$ cat config.mk
export PLATFORM = sky130hd
export DESIGN_NAME = output_stop_unit
export DESIGN_NICKNAME = d
export VERILOG_FILES = /design/src/inc/stop_pkg.sv /design/src/rtl/stop_input_filter.sv /design/src/rtl/output_stop_unit.sv
export VERILOG_INCLUDE_DIRS = /design/src /design/src/inc
export SDC_FILE = /design/constraint.sdc
export NUM_CORES = 1
export LEC_CHECK = 0
export BUFFER_PORTS_ARGS = -buffer_cell sky130_fd_sc_hd__buf_2
export CORE_MARGIN = 3
export CORE_UTILIZATION = 55
export DETAILED_ROUTE_END_ITERATION = 10
export PLACE_DENSITY = 0.79
export SKIP_LAST_GASP = 1
export SYNTH_ARGS = -nofsm -noshare
export SYNTH_HDL_FRONTEND = slang
export SYNTH_SLANG_ARGS = --single-unit
$ cat constraint.sdc
create_clock -name i_mclk -period 8.2 [get_ports i_mclk]
set_clock_uncertainty 0.15 [all_clocks]
set_input_delay 1.23 -clock i_mclk [delete_from_list [all_inputs] [get_ports i_mclk]]
set_output_delay 1.23 -clock i_mclk [all_outputs]
set_load 0.01 [all_outputs]
$ cat src/inc/stop_cfg.svh
`ifndef STOP_CFG_SVH
`define STOP_CFG_SVH

// ==========================================================
// Register addresses
`define STOP_ADDR_CFG0      8'h00
`define STOP_ADDR_CFG6      8'h06
`define STOP_ADDR_CTRL      8'h08
`define STOP_ADDR_FLAG      8'h09
`define STOP_ADDR_CLR       8'h0a
`define STOP_ADDR_IEN       8'h0b
`define STOP_ADDR_LVL       8'h0c
`define STOP_ADDR_SHORT     8'h0d

// ==========================================================
// Field positions
`define STOP_CTRL_HIZ       0
`define STOP_CTRL_SW        1
`define STOP_FLAG_SHORT_CTM 7
`define STOP_FLAG_SHORT_PWM 8
`define STOP_FLAG_SW        9
`define STOP_FLAG_OSC       10
`define STOP_FLAG_CMP       11

// ==========================================================
// Reset values
`define STOP_CFG_RST        8'h00
`define STOP_HIZ_RST        1'b1
`define STOP_IEN_RST        12'h000

// ==========================================================
// Input mode and sample count codes
`define STOP_MODE_EDGE      4'h0
`define STOP_MODE_DIV8      4'h1
`define STOP_MODE_DIV16     4'h2
`define STOP_MODE_DIV128    4'h3
`define STOP_MODE_DIV1      4'h4
`define STOP_MODE_DIV2      4'h5
`define STOP_MODE_DIV4      4'h6
`define STOP_CNT_16         4'h0
`define STOP_CNT_4          4'h1
`define STOP_CNT_8          4'h2
`define STOP_SAMPLES_16     5'h10
`define STOP_SAMPLES_4      5'h04
`define STOP_SAMPLES_8      5'h08

// ==========================================================
// Sampling prescaler
`define STOP_PRE_MAX        7'h7f

`endif

$ cat src/inc/stop_pkg.sv
package stop_pkg;
  typedef logic [7:0]  addr_type;
  typedef logic [31:0] data_type;
  typedef logic [3:0]  code_type;
  typedef logic [6:0]  pin_vec_type;
  typedef logic [19:0] ctm_vec_type;
  typedef logic [15:0] pwm_vec_type;
  typedef logic [11:0] flag_vec_type;
  typedef logic [5:0]  tick_vec_type;
endpackage

$ cat src/rtl/stop_input_filter.sv
`timescale 1ns/10ps
`include "stop_cfg.svh"

module stop_input_filter (
  // Clock and reset
  input  wire logic                   i_mclk,
  input  wire logic                   i_rst_b,
  // Pin and configuration
  input  wire logic                   i_pin_b,
  input  wire stop_pkg::code_type     i_mode,
  input  wire stop_pkg::code_type     i_count,
  input  wire stop_pkg::tick_vec_type i_ticks,
  // Results
  output logic                        o_req,
  output logic                        o_level
);
  import stop_pkg::*;

  logic       sync1_r;
  logic       sync2_r;
  logic       prev_r;
  logic [4:0] run_r;
  logic [4:0] run_nxt;
  logic       tick;
  logic       legal;
  logic [4:0] target;
  logic       fall;
  logic       hit;

  // ==========================================================
  // Mode decode
  assign tick = (i_mode == `STOP_MODE_DIV1)   ? i_ticks[0] :
                (i_mode == `STOP_MODE_DIV2)   ? i_ticks[1] :
                (i_mode == `STOP_MODE_DIV4)   ? i_ticks[2] :
                (i_mode == `STOP_MODE_DIV8)   ? i_ticks[3] :
                (i_mode == `STOP_MODE_DIV16)  ? i_ticks[4] :
                (i_mode == `STOP_MODE_DIV128) ? i_ticks[5] : 1'b0;
  assign target = (i_count == `STOP_CNT_16) ? `STOP_SAMPLES_16 :
                  (i_count == `STOP_CNT_4)  ? `STOP_SAMPLES_4  :
                  (i_count == `STOP_CNT_8)  ? `STOP_SAMPLES_8  : 5'h00;
  // Prohibited codes never raise a sampled request; edge mode ignores the count code
  assign legal = (target != 5'h00) && (i_mode != `STOP_MODE_EDGE) && (i_mode <= `STOP_MODE_DIV4);

  // ==========================================================
  // Detection
  assign fall    = (i_mode == `STOP_MODE_EDGE) && prev_r && !sync2_r;
  assign run_nxt = !tick ? run_r :
                   sync2_r ? 5'h00 :
                   (run_r == target) ? run_r : run_r + 5'h01;
  assign hit     = legal && tick && !sync2_r && (run_r + 5'h01 == target);
  assign o_level = prev_r;

  // Pins idle high; reset to high so release never looks like an edge
  always_ff @(posedge i_mclk) begin
    if (!i_rst_b) begin
      sync1_r <= 1'b1;
      sync2_r <= 1'b1;
      prev_r  <= 1'b1;
      run_r   <= 5'h00;
      o_req   <= 1'b0;
    end else begin
      sync1_r <= i_pin_b;
      sync2_r <= sync1_r;
      prev_r  <= sync2_r;
      run_r   <= legal ? run_nxt : 5'h00;
      o_req   <= fall || hit;
    end
  end
endmodule

$ cat src/rtl/output_stop_unit.sv
// Summary of operation
// - Stopped pins go high impedance or back to port control, per control bit.
// - Controls 20 complementary timer pins and 16 general PWM timer pins.
// - A qualified event on any of seven stop inputs raises a stop request.
// - Both outputs of a monitored pair active in one cycle means short circuit.
// - Monitored pairs: 3B/3D, 4A/4C, 4B/4D, 6B/6D, 7A/7C, 7B/7D, PWM 0-2,4-7.
// - Writing the software stop bit raises a stop request.
// - Main oscillator stop report stops all controlled outputs.
// - Comparator detection output raises a stop request.
// - Each stop input selects falling-edge or low-level detection on its own.
// - Level sampling clock is the clock divided by 1, 2, 4, 8, 16 or 128.
// - Level detection needs 4, 8 or 16 agreeing samples.
// - Any stop input detection stops every controlled pin.
// - Mode codes: 0 edge, 1/2/3 divide 8/16/128, 4/5/6 divide 1/2/4.
// - Count codes: 0 gives 16, 1 gives 4, 2 gives 8 samples.
// - A sampled request needs that many consecutive low samples.
// - Sampling and comparison results can raise the interrupt.
//
// The strobed register port and the address map are this design's own decisions.
`timescale 1ns/10ps
`include "stop_cfg.svh"

module output_stop_unit (
  // Clock and reset
  input  wire logic                   i_mclk,
  input  wire logic                   i_rst_b,
  // Register port
  input  wire stop_pkg::addr_type     i_addr,
  input  wire stop_pkg::data_type     i_wdata,
  input  wire logic                   i_wr,
  input  wire logic                   i_rd,
  output stop_pkg::data_type          o_rdata,
  // Stop sources
  input  wire stop_pkg::pin_vec_type  i_stop_in_b,
  input  wire logic                   i_osc_stopped,
  input  wire logic                   i_cmp_detect,
  // Complementary timer pins, from timer
  input  wire stop_pkg::ctm_vec_type  i_ctm_level,
  input  wire stop_pkg::ctm_vec_type  i_ctm_oe_b,
  // Complementary timer pins, to pad
  output stop_pkg::ctm_vec_type       o_ctm_pin,
  output stop_pkg::ctm_vec_type       o_ctm_pin_oe_b,
  output stop_pkg::ctm_vec_type       o_ctm_port_sel,
  // General PWM timer pins, from timer
  input  wire stop_pkg::pwm_vec_type  i_pwm_level,
  input  wire stop_pkg::pwm_vec_type  i_pwm_oe_b,
  // General PWM timer pins, to pad
  output stop_pkg::pwm_vec_type       o_pwm_pin,
  output stop_pkg::pwm_vec_type       o_pwm_pin_oe_b,
  output stop_pkg::pwm_vec_type       o_pwm_port_sel,
  // Status
  output logic                        o_stopped,
  output logic                        o_irq
);
  import stop_pkg::*;

  // ==========================================================
  // Declarations
  logic [7:0]   cfg_r [0:6];
  logic         hiz_r;
  flag_vec_type flag_r;
  flag_vec_type flag_nxt;
  flag_vec_type ien_r;
  flag_vec_type set_vec;
  flag_vec_type clr_vec;
  logic [6:0]   pre_r;
  tick_vec_type ticks;
  pin_vec_type  in_req;
  pin_vec_type  in_level;
  logic [5:0]   ctm_short;
  logic [6:0]   pwm_short;
  logic         any_ctm_short;
  logic         any_pwm_short;
  logic         stop_nxt;
  logic         wr_cfg;
  logic         wr_ctrl;
  logic         wr_clr;
  logic         wr_ien;
  logic         sw_stop;
  logic [2:0]   cfg_idx;
  data_type     rd_mux;
  data_type     rd_cfg;

  // ==========================================================
  // Register write decode
  assign wr_cfg  = i_wr && (i_addr <= `STOP_ADDR_CFG6);
  assign wr_ctrl = i_wr && (i_addr == `STOP_ADDR_CTRL);
  assign wr_clr  = i_wr && (i_addr == `STOP_ADDR_CLR);
  assign wr_ien  = i_wr && (i_addr == `STOP_ADDR_IEN);
  assign cfg_idx = i_addr[2:0];
  // The software stop bit is an action, not stored state
  assign sw_stop = wr_ctrl && i_wdata[`STOP_CTRL_SW];
  assign clr_vec = wr_clr ? i_wdata[11:0] : 12'h000;

  // ==========================================================
  // Sampling prescaler shared by all stop inputs
  assign ticks[0] = 1'b1;
  assign ticks[1] = (pre_r[0] == 1'b1);
  assign ticks[2] = (pre_r[1:0] == 2'h3);
  assign ticks[3] = (pre_r[2:0] == 3'h7);
  assign ticks[4] = (pre_r[3:0] == 4'hf);
  assign ticks[5] = (pre_r == `STOP_PRE_MAX);

  always_ff @(posedge i_mclk) begin
    if (!i_rst_b) begin
      pre_r <= 7'h00;
    end else begin
      pre_r <= pre_r + 7'h01;
    end
  end

  // ==========================================================
  // Stop request inputs
  generate
    for (genvar n = 0; n < 7; n++) begin : g_in
      stop_input_filter u_filter (
        .i_mclk  (i_mclk),
        .i_rst_b (i_rst_b),
        .i_pin_b (i_stop_in_b[n]),
        .i_mode  (cfg_r[n][3:0]),
        .i_count (cfg_r[n][7:4]),
        .i_ticks (ticks),
        .o_req   (in_req[n]),
        .o_level (in_level[n])
      );
    end
  endgenerate

  // ==========================================================
  // Short circuit monitor, active level is high
  // Vector order: ch0 A-D, ch3 B D, ch4 A-D, ch6 B D, ch7 A-D, ch9 A-D
  assign ctm_short[0] = i_ctm_level[4]  && i_ctm_level[5];
  assign ctm_short[1] = i_ctm_level[6]  && i_ctm_level[8];
  assign ctm_short[2] = i_ctm_level[7]  && i_ctm_level[9];
  assign ctm_short[3] = i_ctm_level[10] && i_ctm_level[11];
  assign ctm_short[4] = i_ctm_level[12] && i_ctm_level[14];
  assign ctm_short[5] = i_ctm_level[13] && i_ctm_level[15];
  // PWM vector holds A at 2n and B at 2n+1; channel 3 is not watched
  assign pwm_short[0] = i_pwm_level[0]  && i_pwm_level[1];
  assign pwm_short[1] = i_pwm_level[2]  && i_pwm_level[3];
  assign pwm_short[2] = i_pwm_level[4]  && i_pwm_level[5];
  assign pwm_short[3] = i_pwm_level[8]  && i_pwm_level[9];
  assign pwm_short[4] = i_pwm_level[10] && i_pwm_level[11];
  assign pwm_short[5] = i_pwm_level[12] && i_pwm_level[13];
  assign pwm_short[6] = i_pwm_level[14] && i_pwm_level[15];
  assign any_ctm_short = |ctm_short;
  assign any_pwm_short = |pwm_short;

  // ==========================================================
  // Source flags
  assign set_vec[6:0]                 = in_req;
  assign set_vec[`STOP_FLAG_SHORT_CTM] = any_ctm_short;
  assign set_vec[`STOP_FLAG_SHORT_PWM] = any_pwm_short;
  assign set_vec[`STOP_FLAG_SW]        = sw_stop;
  assign set_vec[`STOP_FLAG_OSC]       = i_osc_stopped;
  assign set_vec[`STOP_FLAG_CMP]       = i_cmp_detect;
  // A set in the clearing cycle wins, so no event is lost
  assign flag_nxt = (flag_r & ~clr_vec) | set_vec;
  assign stop_nxt = |flag_nxt;

  always_ff @(posedge i_mclk) begin
    if (!i_rst_b) begin
      flag_r <= 12'h000;
    end else begin
      flag_r <= flag_nxt;
    end
  end

  // ==========================================================
  // Configuration registers
  always_ff @(posedge i_mclk) begin
    if (!i_rst_b) begin
      for (int k = 0; k < 7; k++) begin
        cfg_r[k] <= `STOP_CFG_RST;
      end
    end else if (wr_cfg) begin
      cfg_r[cfg_idx] <= i_wdata[7:0];
    end
  end

  always_ff @(posedge i_mclk) begin
    if (!i_rst_b) begin
      hiz_r <= `STOP_HIZ_RST;
      ien_r <= `STOP_IEN_RST;
    end else begin
      if (wr_ctrl) begin
        hiz_r <= i_wdata[`STOP_CTRL_HIZ];
      end
      if (wr_ien) begin
        ien_r <= i_wdata[11:0];
      end
    end
  end

  // ==========================================================
  // Pin control
  // While stopped the timer drive is cut; with hiz_r clear, port select hands the pad to GPIO
  always_ff @(posedge i_mclk) begin
    if (!i_rst_b) begin
      o_ctm_pin      <= 20'h00000;
      o_ctm_pin_oe_b <= 20'hfffff;
      o_ctm_port_sel <= 20'h00000;
      o_pwm_pin      <= 16'h0000;
      o_pwm_pin_oe_b <= 16'hffff;
      o_pwm_port_sel <= 16'h0000;
      o_stopped      <= 1'b0;
    end else if (stop_nxt) begin
      o_ctm_pin      <= 20'h00000;
      o_ctm_pin_oe_b <= 20'hfffff;
      o_ctm_port_sel <= {20{!hiz_r}};
      o_pwm_pin      <= 16'h0000;
      o_pwm_pin_oe_b <= 16'hffff;
      o_pwm_port_sel <= {16{!hiz_r}};
      o_stopped      <= 1'b1;
    end else begin
      o_ctm_pin      <= i_ctm_level;
      o_ctm_pin_oe_b <= i_ctm_oe_b;
      o_ctm_port_sel <= 20'h00000;
      o_pwm_pin      <= i_pwm_level;
      o_pwm_pin_oe_b <= i_pwm_oe_b;
      o_pwm_port_sel <= 16'h0000;
      o_stopped      <= 1'b0;
    end
  end

  // ==========================================================
  // Interrupt
  always_ff @(posedge i_mclk) begin
    if (!i_rst_b) begin
      o_irq <= 1'b0;
    end else begin
      o_irq <= |(flag_nxt & ien_r);
    end
  end

  // ==========================================================
  // Register read
  assign rd_cfg = {24'h000000, cfg_r[cfg_idx]};
  assign rd_mux = (i_addr <= `STOP_ADDR_CFG6)    ? rd_cfg :
                  (i_addr == `STOP_ADDR_CTRL)    ? {31'h00000000, hiz_r} :
                  (i_addr == `STOP_ADDR_FLAG)    ? {20'h00000, flag_r} :
                  (i_addr == `STOP_ADDR_IEN)     ? {20'h00000, ien_r} :
                  (i_addr == `STOP_ADDR_LVL)     ? {25'h0000000, in_level} :
                  (i_addr == `STOP_ADDR_SHORT)   ? {19'h00000, pwm_short, ctm_short} :
                  32'h00000000;

  // Read data stands for one cycle only
  always_ff @(posedge i_mclk) begin
    if (!i_rst_b) begin
      o_rdata <= 32'h00000000;
    end else if (i_rd) begin
      o_rdata <= rd_mux;
    end else begin
      o_rdata <= 32'h00000000;
    end
  end
endmodule

==> impl_metrics.json <==
{
  "die_y_microns": 151,
  "finalCritPeriodShare": 0.466,
  "cts_hold_buf": 0,
  "vias": 9552,
  "cts_buffers": 25,
  "pwr-share-comb": 0.062,
  "yosysMostFrequentCell": "dfxtp_1",
  "regArea_sq_um": 5270,
  "ios": 267,
  "critPathLaunchType": "primary input",
  "crit_type": "primary input to register",
  "clkTransAtPathRegs_ns": 0.06,
  "crit_chain": "buf_2 -> nor4_4 -> nand2_1 -> nor2_1 -> nand2_1 -> nand2_1 -> a21oi_1",
  "power.density_nw_per_um2": 188,
  "p_sw_w": 0.000577,
  "antenna_found_initial": 0,
  "root_buffer": "clkbuf_16",
  "synth-xor-area-share": 0.0259,
  "yosys.area.top_type": "dfxtp_1",
  "sw_frac_of_total": 0.231,
  "final_max_slew_viol_count": 0,
  "nets": 1526,
  "tritoncts": "done",
  "crit_path_frequent_cell": "nand2_1",
  "grt_max_degree": 73,
  "synthTopCellsByCount": "191 x dfxtp_1, 88 x and2_1, 88 x nand2_1, 74 x nor2_1, 71 x nand2b_1",
  "die_area_sq_um": 22700,
  "max_slew_margin": 0.138,
  "hpwl_microns": 22200,
  "first_iter_violations": 707,
  "power_leakage_nw": 5.20,
  "grtUsageMet2": 0.457,
  "critical_path.max_fanout": 17,
  "viasPerCell": 5.74,
  "synthMuxAreaShare": 0.0578,
  "syn_area_per_cell_sq_um": 9.59,
  "crit_slowest_cell": "nor4_4",
  "synth_cell_type_count": 77,
  "grt_pass1_wl_microns": 45800,
  "setup_tns_ns": 0,
  "reg2reg_to": "g_in[0].u_filter.run_r[4]",
  "clockBufferDepth": 3,
  "grt_usage": 0.254,
  "cp.required_ns": 8.44,
  "ir_drop_v": 0.000167,
  "grt_use_met3": 0.0415,
  "worstHoldStart": "g_in[3].u_filter.sync1_r",
  "synth-simple-area-share": 0.250,
  "ys.flop_type": "dfxtp_1",
  "final_area_sq_um": 13300,
  "finalHoldViolCount": 0,
  "syn2layout_area_growth_pct": 15.3,
  "worst-r2r-setup-slack_ns": 5.13,
  "die_x_microns": 151,
  "dpl-instance-area_sq_um": 12500,
  "setup_slack_ns": 4.38,
  "internal_power_w": 0.00192,
  "rows": 52,
  "ys_ff_latch": 239,
  "nFillCells": 1701,
  "grt_overflow": 0,
  "antenna_cells": 0,
  "post-cts-setup-buffer-count": 0,
  "worstMarginPinSlew_ns": 1.28,
  "r2r_start": "pre_r[0]",
  "yosys_warnings": 0,
  "drc": 0,
  "cts_num_sinks": 239,
  "timing.fmax_mhz": 261,
  "multi_input_area_sq_um": 5590,
  "htreeDepth": 1,
  "place.port_buffers": 227,
  "netlist_area_sq_um": 11500,
  "pwr-share-clk": 0.440,
  "synth-adder-area-share": 0.0250,
  "drt-wirelength-per-cell_microns": 18.2,
  "finalCriticalPeriod_ns": 3.82,
  "reg2reg_depth": 7,
  "top_usage_layer": "met2",
  "min_path_type": "register to register",
  "cp.arrival_ns": 4.07,
  "coreArea_sq_um": 20400,
  "cts_resized": 0,
  "final_antenna_net_count": 0,
  "synth_top_family_by_area": "simple AND/OR/NAND/NOR gates",
  "gp_congestion": 0.940,
  "ys_top_cells_by_area": "dfxtp_1 33%, edfxtp_1 13%, and2_1 4.8%",
  "status": "complete, no violations",
  "end_kind": "register",
  "grt_use_met1": 0.314,
  "critPathMaxStageDelay_ns": 0.82,
  "maxCapViolCount": 0,
  "hold_depth": 1,
  "synth_top_area_frac": 0.332,
  "first_global_vias": 8805,
  "p_seq_frac": 0.499,
  "wirelength_microns": 30400,
  "synth_compound_area_frac": 0.120,
  "synthesis.instances": 1201,
  "drive_gt1_frac": 0.224,
  "ys_seq_area_frac": 0.457,
  "ys_async_sr_fraction": 0,
  "rsz0062_at_grt": "false",
  "drtPass1Iterations": 5,
  "clk_latency_ns": 0.53,
  "setup_viol": 0,
  "min_delay_worst_endpoint": "g_in[3].u_filter.sync2_r",
  "synth_edf_count": 48,
  "place_ws_ns": 3.91,
  "start_util": 0.564
}
## flip-flops by register name, summed over array words and instances (netlist names)
register / flops
cfg_r: 56
o_ctm_pin_oe_b: 20
o_ctm_pin: 20
g_in.u_filter.sync2_r: 7
o_pwm_pin_oe_b: 16
o_irq: 1
o_rdata: 13
ien_r: 12
g_in.u_filter.o_level: 7
flag_r: 12
g_in.u_filter.o_req: 7
o_stopped: 1
g_in.u_filter.sync1_r: 7
hiz_r: 1
pre_r: 7
o_pwm_port_sel: 1
o_pwm_pin: 16
g_in.u_filter.run_r: 35
## cell type report
cell class | count | share of cell area
clock inverters | 10 | 0.00650
repair buffers | 230 | 0.0872
multi-input cells | 848 | 0.421
inverters | 34 | 0.00961
clock buffers | 34 | 0.0537
flip-flops and latches | 239 | 0.396
well taps | 270 | 0.0254
## metal layers
metal  part of all wire  routed length, microns
met2               0.50                   15300
met1               0.39                   11800
met5                  0                       0
met3              0.079                    2410
met4              0.029                     869
## layout by cell type, fill, tap and decap left out, types with 23 or more instances in the layout
| cell | n |
|---|---|
| a21oi_1 | 66 |
| and2_1 | 88 |
| buf_2 | 227 |
| clkbuf_16 | 25 |
| dfxtp_1 | 191 |
| edfxtp_1 | 48 |
| ha_1 | 23 |
| inv_1 | 33 |
| mux2i_1 | 35 |
| nand2_1 | 88 |
| nand2b_1 | 71 |
| nand3_1 | 47 |
| nor2_1 | 74 |
| nor3_1 | 33 |
| o21ai_0 | 30 |
## metrics by stage
step / instances / util / hold slack [ns] / total power [W]
floorplan: 1219 / - / 0.236 / 0.00136
global placement: 1621 / 0.611 / 0.238 / 0.00142
detailed placement: 1621 / 0.611 / 0.247 / 0.00142
CTS: 1665 / 0.650 / 0.260 / 0.00251
global route: 1665 / 0.650 / 0.269 / 0.00257
finish: 1665 / 0.650 / 0.257 / 0.00250
## worst max path at each step
stage,start,to,cells past startpoint
after global routing,i_addr[5],ien_r[3],7
after CTS,i_addr[0],cfg_r[2][4],6
after detailed placement,i_addr[0],cfg_r[2][1],6
final,i_addr[5],ien_r[10],7
after floorplan,i_addr[5],cfg_r[3][0],4
after global placement,i_addr[5],ien_r[10],7
## critical path: cells and delay by family
kind | cells | cell delay, ns
buf+inv | 1 | 0.12
compound gates | 1 | 0.08
simple gates | 5 | 2.63
## logic make-up after synthesis
| kind of cell | after synthesis |
|---|---|
| AND/OR/NAND/NOR | 518 |
| flip-flops | 239 |
| AO/OA/AOI/OAI | 200 |
| buffers and inverters | 132 |
| multiplexers | 54 |
| XOR/XNOR | 34 |
| adder cells (fa/ha/maj) | 23 |
| other | 1 |
## power by group through the flow
stage               logic [W]  clock network (W)  registers, W
finish               0.000154            0.00110       0.00125
floorplan           0.0000987                  0       0.00126
global placement     0.000148                  0       0.00127
global route         0.000165            0.00116       0.00125
detailed placement   0.000151                  0       0.00127
CTS                  0.000152            0.00111       0.00125
Power figures use the tool's default switching activity.
